==> config.mk <==
export PLATFORM = sky130hd
export DESIGN_NAME = bbfs_ctrl
export DESIGN_NICKNAME = d
export VERILOG_FILES = /design/src/rtl/bbfs_pkg.sv /design/src/rtl/bbfs_ctrl.sv
export SDC_FILE = /design/constraint.sdc
export NUM_CORES = 1
export LEC_CHECK = 0
export BUFFER_PORTS_ARGS = -buffer_cell sky130_fd_sc_hd__buf_2
export CORE_ASPECT_RATIO = 2
export CORE_MARGIN = 1
export CORE_UTILIZATION = 50
export DETAILED_ROUTE_END_ITERATION = 8
export PLACE_DENSITY = 0.77
export SETUP_SLACK_MARGIN = 0.15
export SYNTH_ARGS = -nofsm -noshare
export SYNTH_HDL_FRONTEND = slang
export SYNTH_SLANG_ARGS = --single-unit
==> constraint.sdc <==
create_clock -name clk_sys -period 5.6 [get_ports clk_sys]
set_clock_uncertainty 0.05 [all_clocks]
set_input_delay 0.28 -clock clk_sys [delete_from_list [all_inputs] [get_ports clk_sys]]
set_output_delay 0.28 -clock clk_sys [all_outputs]
set_load 0.005 [all_outputs]
==> src/rtl/bbfs_pkg.sv <==
// constants for the bus brake and fault stop controller
package bbfs_pkg;
    // ********************************************
    // bus voltage thresholds, volts, 12-bit code
    // ********************************************
    localparam int VB_W = 12;
    localparam logic [11:0] CHOP_ON_230 = 12'h190;   // 400 V
    localparam logic [11:0] CHOP_OFF_230 = 12'h17c;  // 380 V
    localparam logic [11:0] CHOP_ON_400 = 12'h2d0;   // 720 V
    localparam logic [11:0] CHOP_OFF_400 = 12'h2a8;  // 680 V
    // ********************************************
    // timing
    // ********************************************
    localparam int CLK_MHZ = 125;
    localparam int CHECK_PERIOD_US = 2000;
    localparam int CHECK_CYCLES = CHECK_PERIOD_US * CLK_MHZ;
    localparam int STOP_TIMEOUT_MS = 5000;
    localparam int STOP_TIMEOUT_CYCLES = STOP_TIMEOUT_MS * 1000 * CLK_MHZ;
    // ********************************************
    // reset values of settings and error codes
    // ********************************************
    localparam logic ENABLE_LOSS_RESP_RST = 1'b0;
    localparam logic FAULT_ACTION_RST = 1'b1;
    localparam logic [3:0] ERR_NONE = 4'h0;
    localparam logic [3:0] ERR_OVERVOLT = 4'h1;
    localparam logic [3:0] ERR_INPUT_PHASE = 4'h2;
    localparam logic [3:0] ERR_UNDERVOLT = 4'h3;
    typedef enum logic [2:0] {BBFS_OFF, BBFS_RUN, BBFS_RAMP, BBFS_COAST} bbfs_state_e;
endpackage

==> src/rtl/bbfs_ctrl.sv <==
// bus brake chopper and fault stop supervisor
`timescale 1ns/1ns
module bbfs_ctrl #(
    // bus check period in clocks; a parameter so a bench can shorten the wait
    parameter int CHECK_CYCLES_P = bbfs_pkg::CHECK_CYCLES
) (
    // clock and reset
    input wire logic clk_sys,
    input wire logic rst,
    // settings
    input wire logic supply_class_400,
    input wire logic enable_loss_response,
    input wire logic fault_action_select,
    input wire logic phase_loss_response,
    input wire logic holding_brake_enable,
    input wire logic [11:0] bus_voltage_minimum,
    // measurements and pins
    input wire logic [11:0] bus_voltage,
    input wire logic brake_power_over,
    input wire logic phase_missing_pin,
    input wire logic enable_pin,
    input wire logic stop_cat0_pin,
    input wire logic stop_cat1_pin,
    input wire logic standstill,
    input wire logic fault_clear,
    // outputs
    output logic chopper_on,
    output logic brake_power_exceeded,
    output logic power_stage_on,
    output logic ramp_active,
    output logic special_off_seq,
    output logic current_limit,
    output logic ready_to_operate_contact,
    output logic phase_missing_warning,
    output logic mains_not_ready_error,
    output logic [3:0] error_code_query,
    output logic [2:0] stop_status
);
    // ********************************************
    // input synchronisers
    // ********************************************
    logic [4:0] sync1_q;
    logic [4:0] sync2_q;
    logic phase_missing_s;
    logic enable_s;
    logic cat0_s;
    logic cat1_s;
    logic standstill_s;

    always_ff @(posedge clk_sys) begin
        if (rst) begin
            sync1_q <= 5'h00;
            sync2_q <= 5'h00;
        end else begin
            sync1_q <= {phase_missing_pin, enable_pin, stop_cat0_pin, stop_cat1_pin, standstill};
            sync2_q <= sync1_q;
        end
    end
    assign phase_missing_s = sync2_q[4];
    assign enable_s = sync2_q[3];
    assign cat0_s = sync2_q[2];
    assign cat1_s = sync2_q[1];
    assign standstill_s = sync2_q[0];

    // ********************************************
    // chopper hysteresis
    // ********************************************
    function automatic logic [11:0] thr_sel(input logic cls, input logic upper);
        if (cls)
            thr_sel = upper ? bbfs_pkg::CHOP_ON_400 : bbfs_pkg::CHOP_OFF_400;
        else
            thr_sel = upper ? bbfs_pkg::CHOP_ON_230 : bbfs_pkg::CHOP_OFF_230;
    endfunction

    logic [11:0] thr_on;
    logic [11:0] thr_off;
    logic chop_q;
    logic bpe_q;
    assign thr_on = thr_sel(supply_class_400, 1'b1);
    assign thr_off = thr_sel(supply_class_400, 1'b0);

    // brake power latch holds the chopper off until faults are cleared
    always_ff @(posedge clk_sys) begin
        if (rst)
            bpe_q <= 1'b0;
        else if (brake_power_over)
            bpe_q <= 1'b1;
        else if (fault_clear)
            bpe_q <= 1'b0;
    end

    always_ff @(posedge clk_sys) begin
        if (rst)
            chop_q <= 1'b0;
        else if (bpe_q || brake_power_over)
            chop_q <= 1'b0;
        else if (bus_voltage >= thr_on)
            chop_q <= 1'b1;
        else if (bus_voltage <= thr_off)
            chop_q <= 1'b0;
    end
    assign chopper_on = chop_q;
    assign brake_power_exceeded = bpe_q;

    // ********************************************
    // periodic bus check
    // ********************************************
    logic [27:0] chk_cnt_q;
    logic chk_tick;
    assign chk_tick = (chk_cnt_q == 28'(CHECK_CYCLES_P - 1));
    always_ff @(posedge clk_sys) begin
        if (rst || chk_tick)
            chk_cnt_q <= 28'h0000000;
        else
            chk_cnt_q <= chk_cnt_q + 28'h0000001;
    end

    // ********************************************
    // fault capture; first error wins the code
    // ********************************************
    logic ov_set;
    logic uv_set;
    logic ph_err_set;
    logic [3:0] err_q;
    logic fault_q;
    assign ov_set = chk_tick && (bus_voltage >= thr_on) && (bpe_q || brake_power_over);
    assign uv_set = chk_tick && (bus_voltage < bus_voltage_minimum);
    assign ph_err_set = phase_missing_s && phase_loss_response;

    always_ff @(posedge clk_sys) begin
        if (rst) begin
            err_q <= bbfs_pkg::ERR_NONE;
            fault_q <= 1'b0;
        end else if (ov_set || uv_set || ph_err_set) begin
            fault_q <= 1'b1;
            if (!fault_q) begin
                if (ov_set)
                    err_q <= bbfs_pkg::ERR_OVERVOLT;
                else if (ph_err_set)
                    err_q <= bbfs_pkg::ERR_INPUT_PHASE;
                else
                    err_q <= bbfs_pkg::ERR_UNDERVOLT;
            end
        end else if (fault_clear) begin
            fault_q <= 1'b0;
            err_q <= bbfs_pkg::ERR_NONE;
        end
    end
    assign error_code_query = err_q;

    // ********************************************
    // phase loss warning path
    // ********************************************
    logic warn_q;
    always_ff @(posedge clk_sys) begin
        if (rst)
            warn_q <= 1'b0;
        else
            warn_q <= phase_missing_s && !phase_loss_response;
    end
    assign phase_missing_warning = warn_q;
    assign mains_not_ready_error = warn_q;
    assign current_limit = warn_q;

    // ********************************************
    // stop sequencer
    // ********************************************
    bbfs_pkg::bbfs_state_e state_q;
    logic [29:0] to_cnt_q;
    logic ramp_done;
    assign ramp_done = standstill_s || (to_cnt_q == 30'(bbfs_pkg::STOP_TIMEOUT_CYCLES - 1));

    always_ff @(posedge clk_sys) begin
        if (rst || state_q != bbfs_pkg::BBFS_RAMP)
            to_cnt_q <= 30'h00000000;
        else
            to_cnt_q <= to_cnt_q + 30'h00000001;
    end

    // fault disables must take effect the same cycle, hence immediate checks
    always_ff @(posedge clk_sys) begin
        if (rst) begin
            state_q <= bbfs_pkg::BBFS_OFF;
        end else begin
            unique case (state_q)
                bbfs_pkg::BBFS_OFF: begin
                    if (enable_s && !fault_q && !cat0_s && !cat1_s)
                        state_q <= bbfs_pkg::BBFS_RUN;
                end
                bbfs_pkg::BBFS_RUN: begin
                    if (cat0_s || ov_set)
                        state_q <= bbfs_pkg::BBFS_COAST;
                    else if ((ph_err_set || uv_set) && !fault_action_select)
                        state_q <= bbfs_pkg::BBFS_COAST;
                    else if (ph_err_set || uv_set)
                        state_q <= bbfs_pkg::BBFS_RAMP;
                    else if (cat1_s)
                        state_q <= bbfs_pkg::BBFS_RAMP;
                    else if (!enable_s && (enable_loss_response || holding_brake_enable))
                        state_q <= bbfs_pkg::BBFS_RAMP;
                    else if (!enable_s)
                        state_q <= bbfs_pkg::BBFS_COAST;
                end
                bbfs_pkg::BBFS_RAMP: begin
                    if (cat0_s || ov_set)
                        state_q <= bbfs_pkg::BBFS_COAST;
                    else if (ramp_done)
                        state_q <= bbfs_pkg::BBFS_OFF;
                end
                bbfs_pkg::BBFS_COAST: begin
                    if (!enable_s && !cat0_s)
                        state_q <= bbfs_pkg::BBFS_OFF;
                end
                default: state_q <= bbfs_pkg::BBFS_OFF;
            endcase
        end
    end

    logic hb_q;
    always_ff @(posedge clk_sys) begin
        if (rst)
            hb_q <= 1'b0;
        else
            hb_q <= holding_brake_enable && state_q == bbfs_pkg::BBFS_RAMP && !enable_s;
    end
    assign special_off_seq = hb_q;

    assign power_stage_on = (state_q == bbfs_pkg::BBFS_RUN) || (state_q == bbfs_pkg::BBFS_RAMP);
    assign ramp_active = (state_q == bbfs_pkg::BBFS_RAMP);
    assign ready_to_operate_contact = !fault_q;
    assign stop_status = state_q;
endmodule // bbfs_ctrl

# After elaboration in Yosys (flattened, before gate mapping)
# Cells that the tools add are included.
[totals] romBits=0 latch_bits=0 in_bits=38 output_inout_bits=16 ram_bits=0 regBits=80 mem_count=0
[op_classes] div_mod_pow=0 bitwise=0 n_shift=0 eq_ne=11 n_addsub=2 muxes=23 mul=0 n_reduce_logical=36 magnitude_cmp=3
[op_table] operator="$add A30 B1 Y30 const B" count=1
[op_table] operator="$eq A30 B30 Y1 const B" count=1
[op_table] operator="$mux W3" count=10
[op_table] operator="$add A28 B1 Y28 const B" count=1
[op_table] operator="$eq A28 B18 Y1 const B" count=1
[op_table] operator="$mux W10" count=2
[op_table] operator="$logic_and A1 B1 Y1" count=13
[op_table] operator="$ge A12 B12 Y1" count=1
[op_table] operator="$le A12 B12 Y1" count=1
[op_table] operator="$lt A12 B12 Y1" count=1
[op_table] operator="$mux W4" count=3
[op_table] operator="$pmux W3 S4" count=1
[op_table] operator="$logic_or A1 B1 Y1" count=10
[op_table] operator="$ne A7 B7 Y1 const B" count=1
[op_table] operator="$eq A3 B2 Y1 const B" count=2
[op_table] operator="$logic_not A1 Y1" count=6
[op_table] operator="$mux W1" count=6
[op_table] operator="$ne A2 B2 Y1 const B" count=3
[op_table] operator="$reduce_bool A2 Y1" count=3
[op_table] operator="$reduce_and A4 Y1" count=1
[op_table] operator="$eq A3 B1 Y1 const B" count=1
[op_table] operator="$logic_not A3 Y1" count=1
[op_table] operator="$ne A3 B1 Y1 const B" count=1
[op_table] operator="$ne A3 B2 Y1 const B" count=1
[op_table] operator="3 further kinds" count=3

# Longest topological paths before layout
# Gate-level depths: netlist of the first run.
[logic_depth] depth_word=8 mapped_depth=9 mapped_depth_nobuf=9

# Worst setup path after synthesis of the first run
# No wires, ideal clock.
[synth_timing] kind="input port to flip-flop" startpoint="input supply_class_400" endpoint="register state_q[1] (netlist: stop_status[1])" path_slack_ns=3.157 required_time_ns=5.434 arrival_ns=2.278 n_path_buf=0 stages=9 cell_sequence="inv_1 -> ha_1 -> and4bb_1 -> o211ai_1 -> a2111oi_4 -> or4_1 -> nand2_1 -> o311a_1 -> a31o_1"
[synth_between] elab_chain_cells=7
[synth_rtl] item="start: declaration" line_no="bbfs_ctrl.sv:11" text="input wire logic supply_class_400,"
[synth_rtl] item="$mux W10 (*)" line_no="bbfs_ctrl.sv:69" text="if (cls)"
[synth_rtl] item="$ge A12 B12 Y1 (*)" line_no="bbfs_ctrl.sv:126" text="assign ov_set = chk_tick && (bus_voltage >= thr_on) && (bpe_q || brake_power_over);"
[synth_rtl] item="$logic_and A1 B1 Y1 (*) (2 in a row)" line_no="bbfs_ctrl.sv:126"
[synth_rtl] item="$logic_or A1 B1 Y1 (*)" line_no="bbfs_ctrl.sv:191, bbfs_ctrl.sv:205"
[synth_rtl] item="$ne A7 B7 Y1 (no source line), or another cell as far along"
[synth_rtl] item="$reduce_and A4 Y1 (no source line) or $pmux W3 S4 (tied branches)"
[synth_rtl] item="end signal: assignment" line_no="bbfs_ctrl.sv:192" text="state_q <= bbfs_pkg::BBFS_COAST;"
[synth_rtl] item="end signal: assignment" line_no="bbfs_ctrl.sv:194" text="state_q <= bbfs_pkg::BBFS_COAST;"
[synth_rtl] item="end signal: assignment" line_no="bbfs_ctrl.sv:206" text="state_q <= bbfs_pkg::BBFS_COAST;"
[synth_rtl] item="end: declaration" line_no="bbfs_ctrl.sv:168" text="bbfs_pkg::bbfs_state_e state_q;"
# Mark *: on every way between the ends. The rest lies on a longest branch, timed or not.
# A chain may end at the register's enable or synchronous reset.

# Worst setup path in the final report of the first run
[layout_timing] startpoint="register chk_cnt_q[0]" endpoint="register state_q[1] (netlist: stop_status[1])"
[layout_between] elab_chain_cells=7
[layout_rtl] item="start: declaration" line_no="bbfs_ctrl.sv:108" text="logic [27:0] chk_cnt_q;"
[layout_rtl] item="start signal: assignment" line_no="bbfs_ctrl.sv:115" text="chk_cnt_q <= chk_cnt_q + 28'h0000001;"
[layout_rtl] item="$eq A28 B18 Y1 (*)" line_no="bbfs_ctrl.sv:110" text="assign chk_tick = (chk_cnt_q == 28'(CHECK_CYCLES_P - 1));"
[layout_rtl] item="$logic_and A1 B1 Y1" line_no="bbfs_ctrl.sv:127" text="assign uv_set = chk_tick && (bus_voltage < bus_voltage_minimum);"
[layout_rtl] item="$logic_or A1 B1 Y1" line_no="bbfs_ctrl.sv:193, bbfs_ctrl.sv:195"
[layout_rtl] item="$mux W3 or $logic_and A1 B1 Y1 (tied branches)" line_no="bbfs_ctrl.sv:195, bbfs_ctrl.sv:193"
[layout_rtl] item="$mux W3" line_no="bbfs_ctrl.sv:193" text="else if ((ph_err_set || uv_set) && !fault_action_select)"
[layout_rtl] item="$mux W3" line_no="bbfs_ctrl.sv:191" text="if (cat0_s || ov_set)"
[layout_rtl] item="$pmux W3 S4" line_no="bbfs_ctrl.sv:185" text="unique case (state_q)"
[layout_rtl] item="end signal: assignment" line_no="bbfs_ctrl.sv:192"
[layout_rtl] item="end signal: assignment" line_no="bbfs_ctrl.sv:194"
[layout_rtl] item="end signal: assignment" line_no="bbfs_ctrl.sv:196" text="state_q <= bbfs_pkg::BBFS_RAMP;"
# Marked as above.

==> summary.txt, run 1 <==
Run status
  • Status: complete, no violations

Yosys
  • Cell variety after synth: 62
  • Ys flop type: dfxtp_1
  • Seq/Total Area, Yosys: 0.3947
  • Synth Cell Area: 3905 um2
  • Post-Syn Instances: ~440
  • Syn_area_per_cell: slightly below 9 um2
  • Post-synth EDFFs: 0
  • Yosys reg bits: 77
  • Ys async rst share: 0
  • Syn. warnings: 0

Floorplanning
  • Die height: 127.0 um
  • Total die area: 8189 um2
  • Top Ports: between 50 and 60
  • Core Region: roughly 7600 um2
  • Initial Utilization: 0.5137
  • Die X: approximately 64 um
  • # rows: 45

Power
  • VDD IR max: between 0.0003 and 0.0004 V
  • Pwr dens: between 200 and 300 nW/um2
  • Clk pwr share: 0.473
  • Combinational Power Share: 0.098
  • Leak Pwr: 1.799 nW
  • Pint: about 1.0 mW
  • NetSw: roughly 0.33 mW
  • Sw Share: 0.2447
  • Sequential power share: 0.429

Timing
  • F_max: ~0.38 GHz
  • Rel. slew slack: 0.3358
  • Unrepaired setup endpoints after global routing: false
  • Tmin final: approximately 2.6 ns
  • Final hold vios: 0
  • Final WS setup: ~3 ns
  • TNS Setup: 0 ns
  • Tcrit/Tclk final: 0.4656
  • Setup violations, final: 0
  • Worst-Margin Slew: 0.9939 ns
  • Max-slew violations: 0

Clock tree
  • TritonCTS Buffers: 9
  • Setup Fix Bufs, Post-CTS: 0
  • Post-CTS sizing: 0
  • CTS root buf: clkbuf_16
  • CTS clk-pin slew, worst paths: ~0.060 ns
  • Post-cts hold buffer count: 0
  • Clock Tree Buf Depth: 2
  • Clock sinks: 77
  • Clock Latency Late Sink: ~0.34 ns
  • H-tree Lvls: 3
  • CTS tree: done

Global routing
  • Vias in the first global route: about 3300
  • Initial antenna violation count: 0
  • Global route overflow: 0
  • Total Routing Usage GR: 0.2276
  • Largest net degree at the start of global routing: 31
  • First-pass GRT wire length: between 10000 and 15000 um

Placed design
  • Hpwl dp: 6463 um
  • Routability cong.: 0.8348
  • I/O Buffers: 50
  • Pre-CTS setup slack: about 2.8 ns

Routing
  • Initial DRC count: ~150
  • Vias: between 3000 and 4000
  • Final ANT Viol Nets: 0
  • Residual DRC: 0
  • Vias/cell: 5.503
  • Drt wl/cell: around 14 um
  • Final WL: ~8500 um
  • Router iterations before antenna repair: 4

Finish
  • Antenna cells: 0
  • Commonest non-fill, non-tap cell in the layout: dfxtp_1
  • Most frequent cells in the layout: dfxtp_1, nor2_1, buf_2
  • Synth-to-layout area growth: 15.76%
  • Layout cells sized above 1: 0.1714
  • Fin nets: ~550

Setup path
  • Setup crit end kind: flop
  • Critical path class: flop to flop
  • Startpoint types: flop
  • Crit-path max FO: 8
  • Worst path required time: 5.79 ns
  • Arrival time worst endpoint: about 2.8 ns

Worst hold path
  • Worst hold path class: input pin to flop

Job
  • Max-cap violations: 0
==> registers in the layout, indices dropped and copies added, names as in the netlist <==
register              flops
brake_power_exceeded      1
chk_cnt_q                28
chopper_on                1
current_limit             1
error_code_query          2
fault_q                   1
special_off_seq           1
stop_status               2
sync1_q                   5
sync2_q                   5
to_cnt_q                 30
==> layer usage <==
| metal | track usage | vias up | part of all wire |
|---|---|---|---|
| met2 | 0.4167 | 69 | 0.55 |
| met4 | 0.1150 | 0 | 0.038 |
| met1 | 0.2295 | 1536 | 0.38 |
| li1 | - | 1616 | - |
| met3 | 0.05982 | 26 | 0.034 |
| met5 | 0 | - | 0 |
==> cells in the mapped netlist, drive strengths merged (2+ instances only) <==
cell	count	area share
nor3b	2	0.0038
and4	2	0.0048
nand4	12	0.022
nand2b	3	0.0048
or3	4	0.0067
and3	12	0.019
nor3	5	0.0064
nor4bb	2	0.0051
o21ai	10	0.013
a31oi	2	0.0032
clkbuf	7	0.0093
inv	25	0.024
buf	7	0.014
a2111oi	5	0.020
or4	3	0.0067
nor4	11	0.021
nor2	69	0.066
dfxtp	77	0.39
nand2	28	0.027
or2	2	0.0032
nand3	23	0.029
a211oi	2	0.0038
nor2b	12	0.019
and2	2	0.0032
nor4b	3	0.0099
o211ai	2	0.0038
xor2	32	0.072
a21oi	16	0.021
ha	24	0.077
or4b	2	0.0051
xnor2	18	0.040
==> stage by stage <==
| step | hold WS (ns) | power (mW) | std cells | utilization | instance area [um2] |
|---|---|---|---|---|---|
| finish | 0.08599 | 1.333 | 590 | 0.5947 | 4521 |
| global route | 0.08922 | 1.380 | 590 | 0.5947 | 4521 |
| CTS | 0.08385 | 1.337 | 590 | 0.5947 | 4521 |
| detailed placement | 0.3756 | 0.7138 | 574 | 0.5523 | 4198 |
| global placement | 0.3668 | 0.7075 | 574 | 0.5523 | 4198 |
| floorplan | 0.3016 | 0.6641 | 443 | - | 3913 |
==> power by group through the flow <==
stage,logic (mW),clock network [mW],registers [mW]
detailed placement,0.130,0,0.584
floorplan,0.0830,0,0.581
finish,0.131,0.630,0.572
CTS,0.131,0.635,0.572
global placement,0.125,0,0.583
global route,0.147,0.660,0.574
==> worst max-delay path, stage by stage, from the launching register on <==
cell	delay, ns
dfxtp_1	0.37
ha_1	0.22
and3_1	0.25
o21ai_0	0.18
a2111oi_4	0.57
or4_1	0.23
nand2_1	0.09
o311a_1	0.37
a31o_1	0.18
==> area by class of cell <==
class	count	area (um2)
multi-input combinational	327	2187
tap	94	117.6
inverter	25	93.84
fill	691	3080
sequential	77	1541
clock inverter	7	97.59
clock buffer	9	225.2
timing repair buffer	51	257.7
==> final timing paths <==
| path | start | to | slack (ns) | depth (start not counted) |
|---|---|---|---|---|
| worst max-delay path | chk_cnt_q[0]$_SDFF_PP0_ | stop_status[1]$_SDFFE_PP0P_ | 2.99 | 8 |
| worst min-delay path | brake_power_over | chopper_on$_SDFFE_PP0P_ | 0.09 | 2 |
| worst max register to register | chk_cnt_q[0]$_SDFF_PP0_ | stop_status[1]$_SDFFE_PP0P_ | 2.99 | 8 |
| worst min register to register | sync1_q[4]$_SDFF_PP0_ | sync2_q[4]$_SDFF_PP0_ | 0.39 | 1 |
==> cell families (layout without fill, tap and decap cells) <==
logic type / Yosys count / after routing / synth area share
other: 1 / 3 / 0.0009603
xor gates and xnor gates: 50 / 50 / 0.1121
adders and majority gates: 24 / 24 / 0.07690
muxes: 1 / 1 / 0.002563
and+or+nand+nor: 201 / 201 / 0.2752
AOI/OAI and AO/OA: 48 / 48 / 0.09036
buffers and inverters: 39 / 92 / 0.04710
DFF: 77 / 77 / 0.3947
Power figures use the tool's default switching activity.
==> run 2: changes to the inputs <==
- PLACE_DENSITY: 0.77 -> 0.8
- clock period: 5.6 -> 2.1 ns (I/O delays scaled with it)
==> run 2 against run 1 <==
Effect of this change:
- the run now ends with setup timing left
- count of clock-buffer cells in the layout increased by 4
- highest routed layer unchanged
- largest power group unchanged
- via count is 23% higher
- fmax rose by 14%
- first-iteration DRC count up 66%
- sequential power rose to 2.6 times the previous value
- critical path depth is 1 higher
- non-clock buffer count is 102 higher
- final area up 25%
==> summary.txt, run 2 (same netlist as run 1, synthesis figures left out) <==
Placed design
  • I/O Buffers: 50 (unchanged)
  • Routability cong.: 0.8743 (+4.7%)
  • Hpwl dp: 7391 um (+14%)

Setup path
  • Arrival time worst endpoint: 2.45 ns (-0.35 ns)
  • Critical path class: flop to flop
  • Critical Path Source: chk_cnt_q[22]$_SDFF_PP0_
  • R2r setup slk: -0.20 ns (-3.19 ns)
  • Startpoint types: flop
  • Worst path required time: 2.25 ns (-3.54 ns)
  • Setup crit end kind: flop
  • R2r endpoint: stop_status[0]$_SDFFE_PP0P_
  • Worst reg2reg path depth: 9 (+1)
  • Crit-path max FO: 4 (-4)
  • R2R Path Start: chk_cnt_q[22]$_SDFF_PP0_

Routing
  • Final WL: 12130 um (+43%)
  • Vias/cell: 5.775 (+4.9%)
  • Router iterations before antenna repair: 7 (+3)
  • Initial DRC count: 247 (+66%)
  • Final ANT Viol Nets: 0 (unchanged)
  • Residual DRC: 0 (unchanged)
  • Drt wl/cell: 17.53 um (+22%)
  • Vias: 3996 (+23%)

Global routing
  • Vias in the first global route: 4089 (+25%)
  • Global route overflow: 0 (unchanged)
  • Initial antenna violation count: 0 (unchanged)
  • First-pass GRT wire length: 17480 um (+21%)
  • Total Routing Usage GR: 0.2764 (+0.04876)
  • Largest net degree at the start of global routing: 31 (unchanged)

Job
  • Max-cap violations: 0 (unchanged)

Clock tree
  • CTS clk-pin slew, worst paths: 0.06 ns (about the same)
  • Clock sinks: 77 (unchanged)
  • CTS root buf: clkbuf_16
  • Clock Tree Buf Depth: 2 (unchanged)
  • TritonCTS Buffers: 9 (unchanged)
  • H-tree Lvls: 3 (unchanged)
  • CTS tree: done
  • Clock Latency Late Sink: 0.34 ns (about the same)

Timing
  • TNS Setup: -0.4223 ns (-0.4223 ns)
  • Tmin final: 2.297 ns (-0.3107 ns)
  • Final hold vios: 0 (unchanged)
  • Max-slew violations: 0 (unchanged)
  • Setup violations, final: 4 (+4)
  • Rel. slew slack: 0.6573 (+0.3215)
  • Final WS setup: -0.1965 ns (-3.189 ns)
  • F_max: 0.4354 GHz (+14%)
  • Tcrit/Tclk final: 1.094 (+0.6280)
  • Unrepaired setup endpoints after global routing: true
  • Worst-Margin Slew: 0.5087 ns (-0.4852 ns)

Power
  • Tot Pwr: 3.588 mW (+170%)
  • Sw Share: 0.2382 (-0.006552)
  • Combinational Power Share: 0.120 (+0.022)
  • Clk pwr share: 0.458 (-0.015)
  • Pint: 2.733 mW (+170%)
  • NetSw: 0.8545 mW (+160%)
  • Sequential power share: 0.422 (-0.007)
  • Pwr dens: 636.3 nW/um2 (+120%)
  • VDD IR max: 0.0007541 V (+150%)
  • Leak Pwr: 2.394 nW (+33%)

Finish
  • Fin nets: 655 (+18%)
  • Most frequent cells in the layout: buf_4, nor2_1, dfxtp_1
  • Max FFs per register: 30 (unchanged)
  • Layout cells sized above 1: 0.3813 (+0.2099)
  • Top flop regs: to_cnt_q x30, chk_cnt_q x28
  • Synth-to-layout area growth: 44.38%
  • Antenna cells: 0 (unchanged)
  • Commonest non-fill, non-tap cell in the layout: buf_4
  • Largest register by flop count: to_cnt_q

Floorplanning
  • Top Ports: 54 (unchanged)
  • Core Region: 7601 um2 (unchanged)
  • # rows: 45 (unchanged)
  • Total die area: 8189 um2 (unchanged)
  • Die height: 127.0 um (unchanged)
  • Die X: 64.49 um (unchanged)
  • Initial Utilization: 0.5137 (unchanged)

Worst hold path
  • HP Start: rst
  • Worst hold path class: input pin to flop
  • WHS Endpoint: sync2_q[0]$_SDFF_PP0_
  • Worst hold path stage count: 2 (unchanged)

Run status
  • Failing checks: setup timing
  • Status: finished, violations left
[run 2: changes by cell type in the layout (fill, tap and decap cells not counted), moves of 4 or more]
cell / previous run / this run
nand2_2: 0 / 4
nand3_1: 23 / 16
dfxtp_2: 0 / 10
buf_6: 0 / 6
buf_4: 1 / 88
dlygate4sd3_1: 0 / 8
dfxtp_1: 77 / 59
nand2_1: 28 / 24
nor4_1: 10 / 5
dfxtp_4: 0 / 8
nand3_2: 0 / 6
[run 2: per-stage QoR]
stage | cells | area (um2) | hold WS (ns) | util | setup slack (ns)
floorplan | 443 | 3954 | 0.1266 | - | -0.1392
global placement | 636 | 4711 | 0.2519 | 0.6198 | -0.2730
detailed placement | 636 | 4711 | 0.2613 | 0.6198 | -0.4045
CTS | 675 | 5324 | 0.1028 | 0.7004 | -0.1067
global route | 692 | 5638 | 0.1483 | 0.7417 | -0.3078
finish | 692 | 5638 | 0.1211 | 0.7417 | -0.1965
[run 2: layout make-up]
| type | instances | area [um2] |
|---|---|---|
| timing repair buffer | 153 | 1079 |
| inverter | 25 | 93.84 |
| fill | 473 | 1963 |
| sequential | 77 | 1584 |
| multi-input combinational | 327 | 2442 |
| clock buffer | 13 | 281.5 |
| clock inverter | 3 | 40.04 |
| tap | 94 | 117.6 |
[run 2: worst max-delay path by stage]
stage / endpoint / slack (ns) / depth (start not counted)
6_report: stop_status[0]$_SDFFE_PP0P_ / -0.20 / 9
5_1_grt: stop_status[0]$_SDFFE_PP0P_ / -0.31 / 9
4_1_cts: stop_status[1]$_SDFFE_PP0P_ / -0.11 / 9
3_5_place_dp: stop_status[0]$_SDFFE_PP0P_ / -0.40 / 10
3_3_place_gp: stop_status[1]$_SDFFE_PP0P_ / -0.27 / 11
2_1_floorplan: stop_status[1]$_SDFFE_PP0P_ / -0.14 / 8
[run 2: repair_timing]
item / CTS / global route
endpoints found under the hold margin: 9 / 0
setup endpoints to repair: 12 / 31
buffers inserted: 15 / 17
gates cloned: 0 / 0
resized for setup: 24 / 41
hold buffers: 8 / 0
pin swaps: 14 / 34
[run 2: routing by layer]
| metal | up-vias | track usage | part of all wire |
|---|---|---|---|
| li1 | 1827 | - | - |
| met1 | 1896 | 0.2508 | 0.33 |
| met2 | 197 | 0.5356 | 0.55 |
| met3 | 76 | 0.04286 | 0.041 |
| met4 | 0 | 0.1856 | 0.072 |
| met5 | - | 0 | 0 |
[run 2: critical path: stages, from the launching register on]
cell and delay, ns:
dfxtp_2 0.33, nor4_4 0.29, nand4_1 0.14, buf_6 0.15
a2111oi_4 0.31, buf_4 0.18, a21bo_2 0.18, mux2i_1 0.09
nor4_1 0.29, o32ai_1 0.15
[run 2: power groups by stage]
stage	Sequential [mW]	Clock [mW]	Combinational, mW
floorplan	1.55	0	0.222
global placement	1.55	0	0.375
detailed placement	1.55	0	0.392
CTS	1.51	1.66	0.416
global route	1.52	1.72	0.478
finish	1.51	1.64	0.431
==> run 3: changes to the inputs <==
- CORE_UTILIZATION: 50 -> 52
- PLACE_DENSITY: 0.8 -> 0.82
==> run 3 against run 2 <==
Effect of this change:
- the flow still finishes with violations (setup timing)
- via count is 4.7% lower
- register-to-register slack hardly changed
- count of clock-buffer cells in the layout is 1 lower
- combinational power is 7.4% higher
- total power is 4.0% lower
- sequential share of layout area is 0.85 points higher
- fmax is 0.64% lower
- first-iteration DRC count is 13% lower
- hold slack worse by 0.092 ns
- critical path type unchanged
==> summary.txt, run 3 (same netlist as run 1, synthesis figures left out) <==
Clock tree
  • Clock sinks: 77 (unchanged)
  • Clock Tree Buf Depth: 2 (unchanged)
  • CTS root buf: clkbuf_16
  • CTS tree: done
  • Clock Latency Late Sink: 0.33 ns (about the same)
  • H-tree Lvls: 3 (unchanged)
  • TritonCTS Buffers: 9 (unchanged)
  • CTS clk-pin slew, worst paths: 0.06 ns (about the same)

Setup path
  • Delay-heaviest family, CP: simple AND/OR/NAND/NOR gates
  • Startpoint types: flop
  • CP max-delay cell: dfxtp_2
  • R2r endpoint: stop_status[0]$_SDFFE_PP0P_
  • Worst Path Buf+Inv: 2 (unchanged)
  • Arrival time worst endpoint: 2.46 ns (about the same)
  • Worst reg2reg path depth: 9 (unchanged)
  • R2R Path Start: chk_cnt_q[8]$_SDFF_PP0_
  • Worst path required time: 2.25 ns (about the same)
  • Critical-path cell list: nor4b_4 > nand4_1 > buf_6 > a2111oi_4 > buf_4 > a21bo_2 > mux2i_1 > nor4_2 > o32ai_2
  • Max stage delay on crit path: 0.34 ns (about the same)
  • Setup crit end kind: flop
  • Critical path class: flop to flop
  • Crit-path max FO: 4 (unchanged)
  • R2r setup slk: -0.21 ns (about the same)

Placed design
  • I/O Buffers: 50 (unchanged)
  • Routability cong.: 0.8455 (-3.3%)
  • Area after DPL: 4701 um2 (-0.21%)
  • Hpwl dp: 7373 um (-0.24%)
  • Dpl cells: 633 (-0.47%)
  • Pre-CTS setup slack: -0.3677 ns (+0.03674 ns)

Job
  • Max-cap violations: 0 (unchanged)

Routing
  • Residual DRC: 0 (unchanged)
  • Router iterations before antenna repair: 5 (-2)
  • Drt wl/cell: 16.81 um (-4.1%)
  • Vias: 3810 (-4.7%)
  • Initial DRC count: 215 (-13%)
  • Final WL: 11380 um (-6.2%)
  • Vias/cell: 5.628 (-2.5%)
  • Final ANT Viol Nets: 0 (unchanged)

Finish
  • Cell area after layout: 5473 um2 (-2.9%)
  • Layout cells sized above 1: 0.3624 (-0.01888)
  • Final cell count without fillers: 677 (-2.2%)
  • Top flop regs: to_cnt_q x30, chk_cnt_q x28
  • Fin nets: 642 (-2.0%)
  • Synth-to-layout area growth: 40.15%
  • Max FFs per register: 30 (unchanged)
  • Antenna cells: 0 (unchanged)
  • Most frequent cells in the layout: buf_4, nor2_1, dfxtp_1
  • Commonest non-fill, non-tap cell in the layout: buf_4
  • Final core utilization: 0.7531 (+0.01137)
  • Largest register by flop count: to_cnt_q

Power
  • Tot Pwr: 3.445 mW (-4.0%)
  • Leak Pwr: 2.330 nW (-2.7%)
  • Pwr dens: 629.4 nW/um2 (-1.1%)
  • VDD IR max: 0.0005948 V (-21%)

Timing
  • Tmin final: 2.311 ns (+0.01486 ns)
  • Final WS setup: -0.2114 ns (-0.01486 ns)
  • F_max: 0.4326 GHz (-0.64%)
  • Unrepaired setup endpoints after global routing: true
  • Setup violations, final: 3 (-1)
  • Tcrit/Tclk final: 1.101 (+0.007075)
  • Final hold vios: 0 (unchanged)
  • Max-slew violations: 0 (unchanged)

Run status
  • Status: finished, violations left
  • Failing checks: setup timing

Floorplanning
  • Die X: 63.28 um (-1.9%)
  • Initial Utilization: 0.5374 (+0.02362)
  • Total die area: 7881 um2 (-3.8%)
  • Die height: 124.6 um (-1.9%)
  • Top Ports: 54 (unchanged)
  • # rows: 44 (-2.2%)
  • Core Region: 7267 um2 (-4.4%)

Global routing
  • Largest net degree at the start of global routing: 31 (unchanged)
  • Vias in the first global route: 4032 (-1.4%)
  • Global route overflow: 0 (unchanged)
  • First-pass GRT wire length: 17750 um (+1.6%)
  • Total Routing Usage GR: 0.2849 (+0.008464)
  • Initial antenna violation count: 0 (unchanged)

Worst hold path
  • Worst hold path stage count: 3 (+1)
  • HP Start: brake_power_over
  • Worst hold path class: input pin to flop
  • WHS Endpoint: brake_power_exceeded$_SDFFE_PP0P_
==> run 3: cell count changes in the layout (fill, tap and decap cells not counted), sizes merged <==
cell / change
buf: -13
clkinv: +2
bufinv: -1
clkbuf: -1
==> run 3: cell type report <==
cell class              instances  area (um2)
clock buffers                  12       267.8
clock inverters                 4       20.02
fillers                       497        1794
multi-input cells             327        2422
inverters                      25       93.84
repair buffers                140       969.7
flip-flops and latches         77        1584
well taps                      92       115.1
==> run 3: how the worst max path moves through the flow <==
stage / startpoint / endpoint / slack [ns] / cells after the start
after floorplan: chk_cnt_q[18]$_SDFF_PP0_ / stop_status[1]$_SDFFE_PP0P_ / -0.14 / 8
after global placement: supply_class_400 / stop_status[1]$_SDFFE_PP0P_ / -0.25 / 11
after detailed placement: supply_class_400 / stop_status[0]$_SDFFE_PP0P_ / -0.37 / 10
after CTS: chk_cnt_q[27]$_SDFF_PP0_ / stop_status[1]$_SDFFE_PP0P_ / -0.20 / 9
after global routing: chk_cnt_q[11]$_SDFF_PP0_ / stop_status[1]$_SDFFE_PP0P_ / -0.28 / 8
final: chk_cnt_q[8]$_SDFF_PP0_ / stop_status[0]$_SDFFE_PP0P_ / -0.21 / 9
==> run 3: report_power, final <==
group | internal [mW] | total, mW | switching, mW | leakage, nW
clock | 0.895 | 1.47 | 0.574 | 0.147
combinational | 0.204 | 0.463 | 0.259 | 1.55
sequential | 1.48 | 1.51 | 0.0283 | 0.635
total | 2.58 | 3.44 | 0.861 | 2.33
==> run 3: layer usage <==
| layer | GRT usage | up-vias | wire length [um] |
|---|---|---|---|
| li1 | - | 1794 | - |
| met1 | 0.2402 | 1836 | 3843 |
| met2 | 0.5648 | 125 | 6577 |
| met3 | 0.06502 | 55 | 447 |
| met4 | 0.1725 | 0 | 511 |
| met5 | 0 | - | 0 |
==> run 3: repair_timing <==
item,CTS,global route
hold buffers,8,0
buffers inserted,8,12
gates resized for setup,22,38
setup endpoints to repair,20,44
hold endpoints to repair,8,0
pin swaps,11,17
==> run 3: metrics by stage <==
step | TNS, ns | hold slack, ns
finish | -0.4570 | 0.02925
global route | -0.8776 | 0.06910
CTS | -0.5124 | 0.002174
detailed placement | -0.9237 | 0.2501
global placement | -0.6043 | 0.2511
floorplan | -0.2608 | 0.1266
==> run 3: worst min-delay path: stages <==
cell,delay [ns]
buf_2,0.11
a21oi_1,0.05
nor2_1,0.10
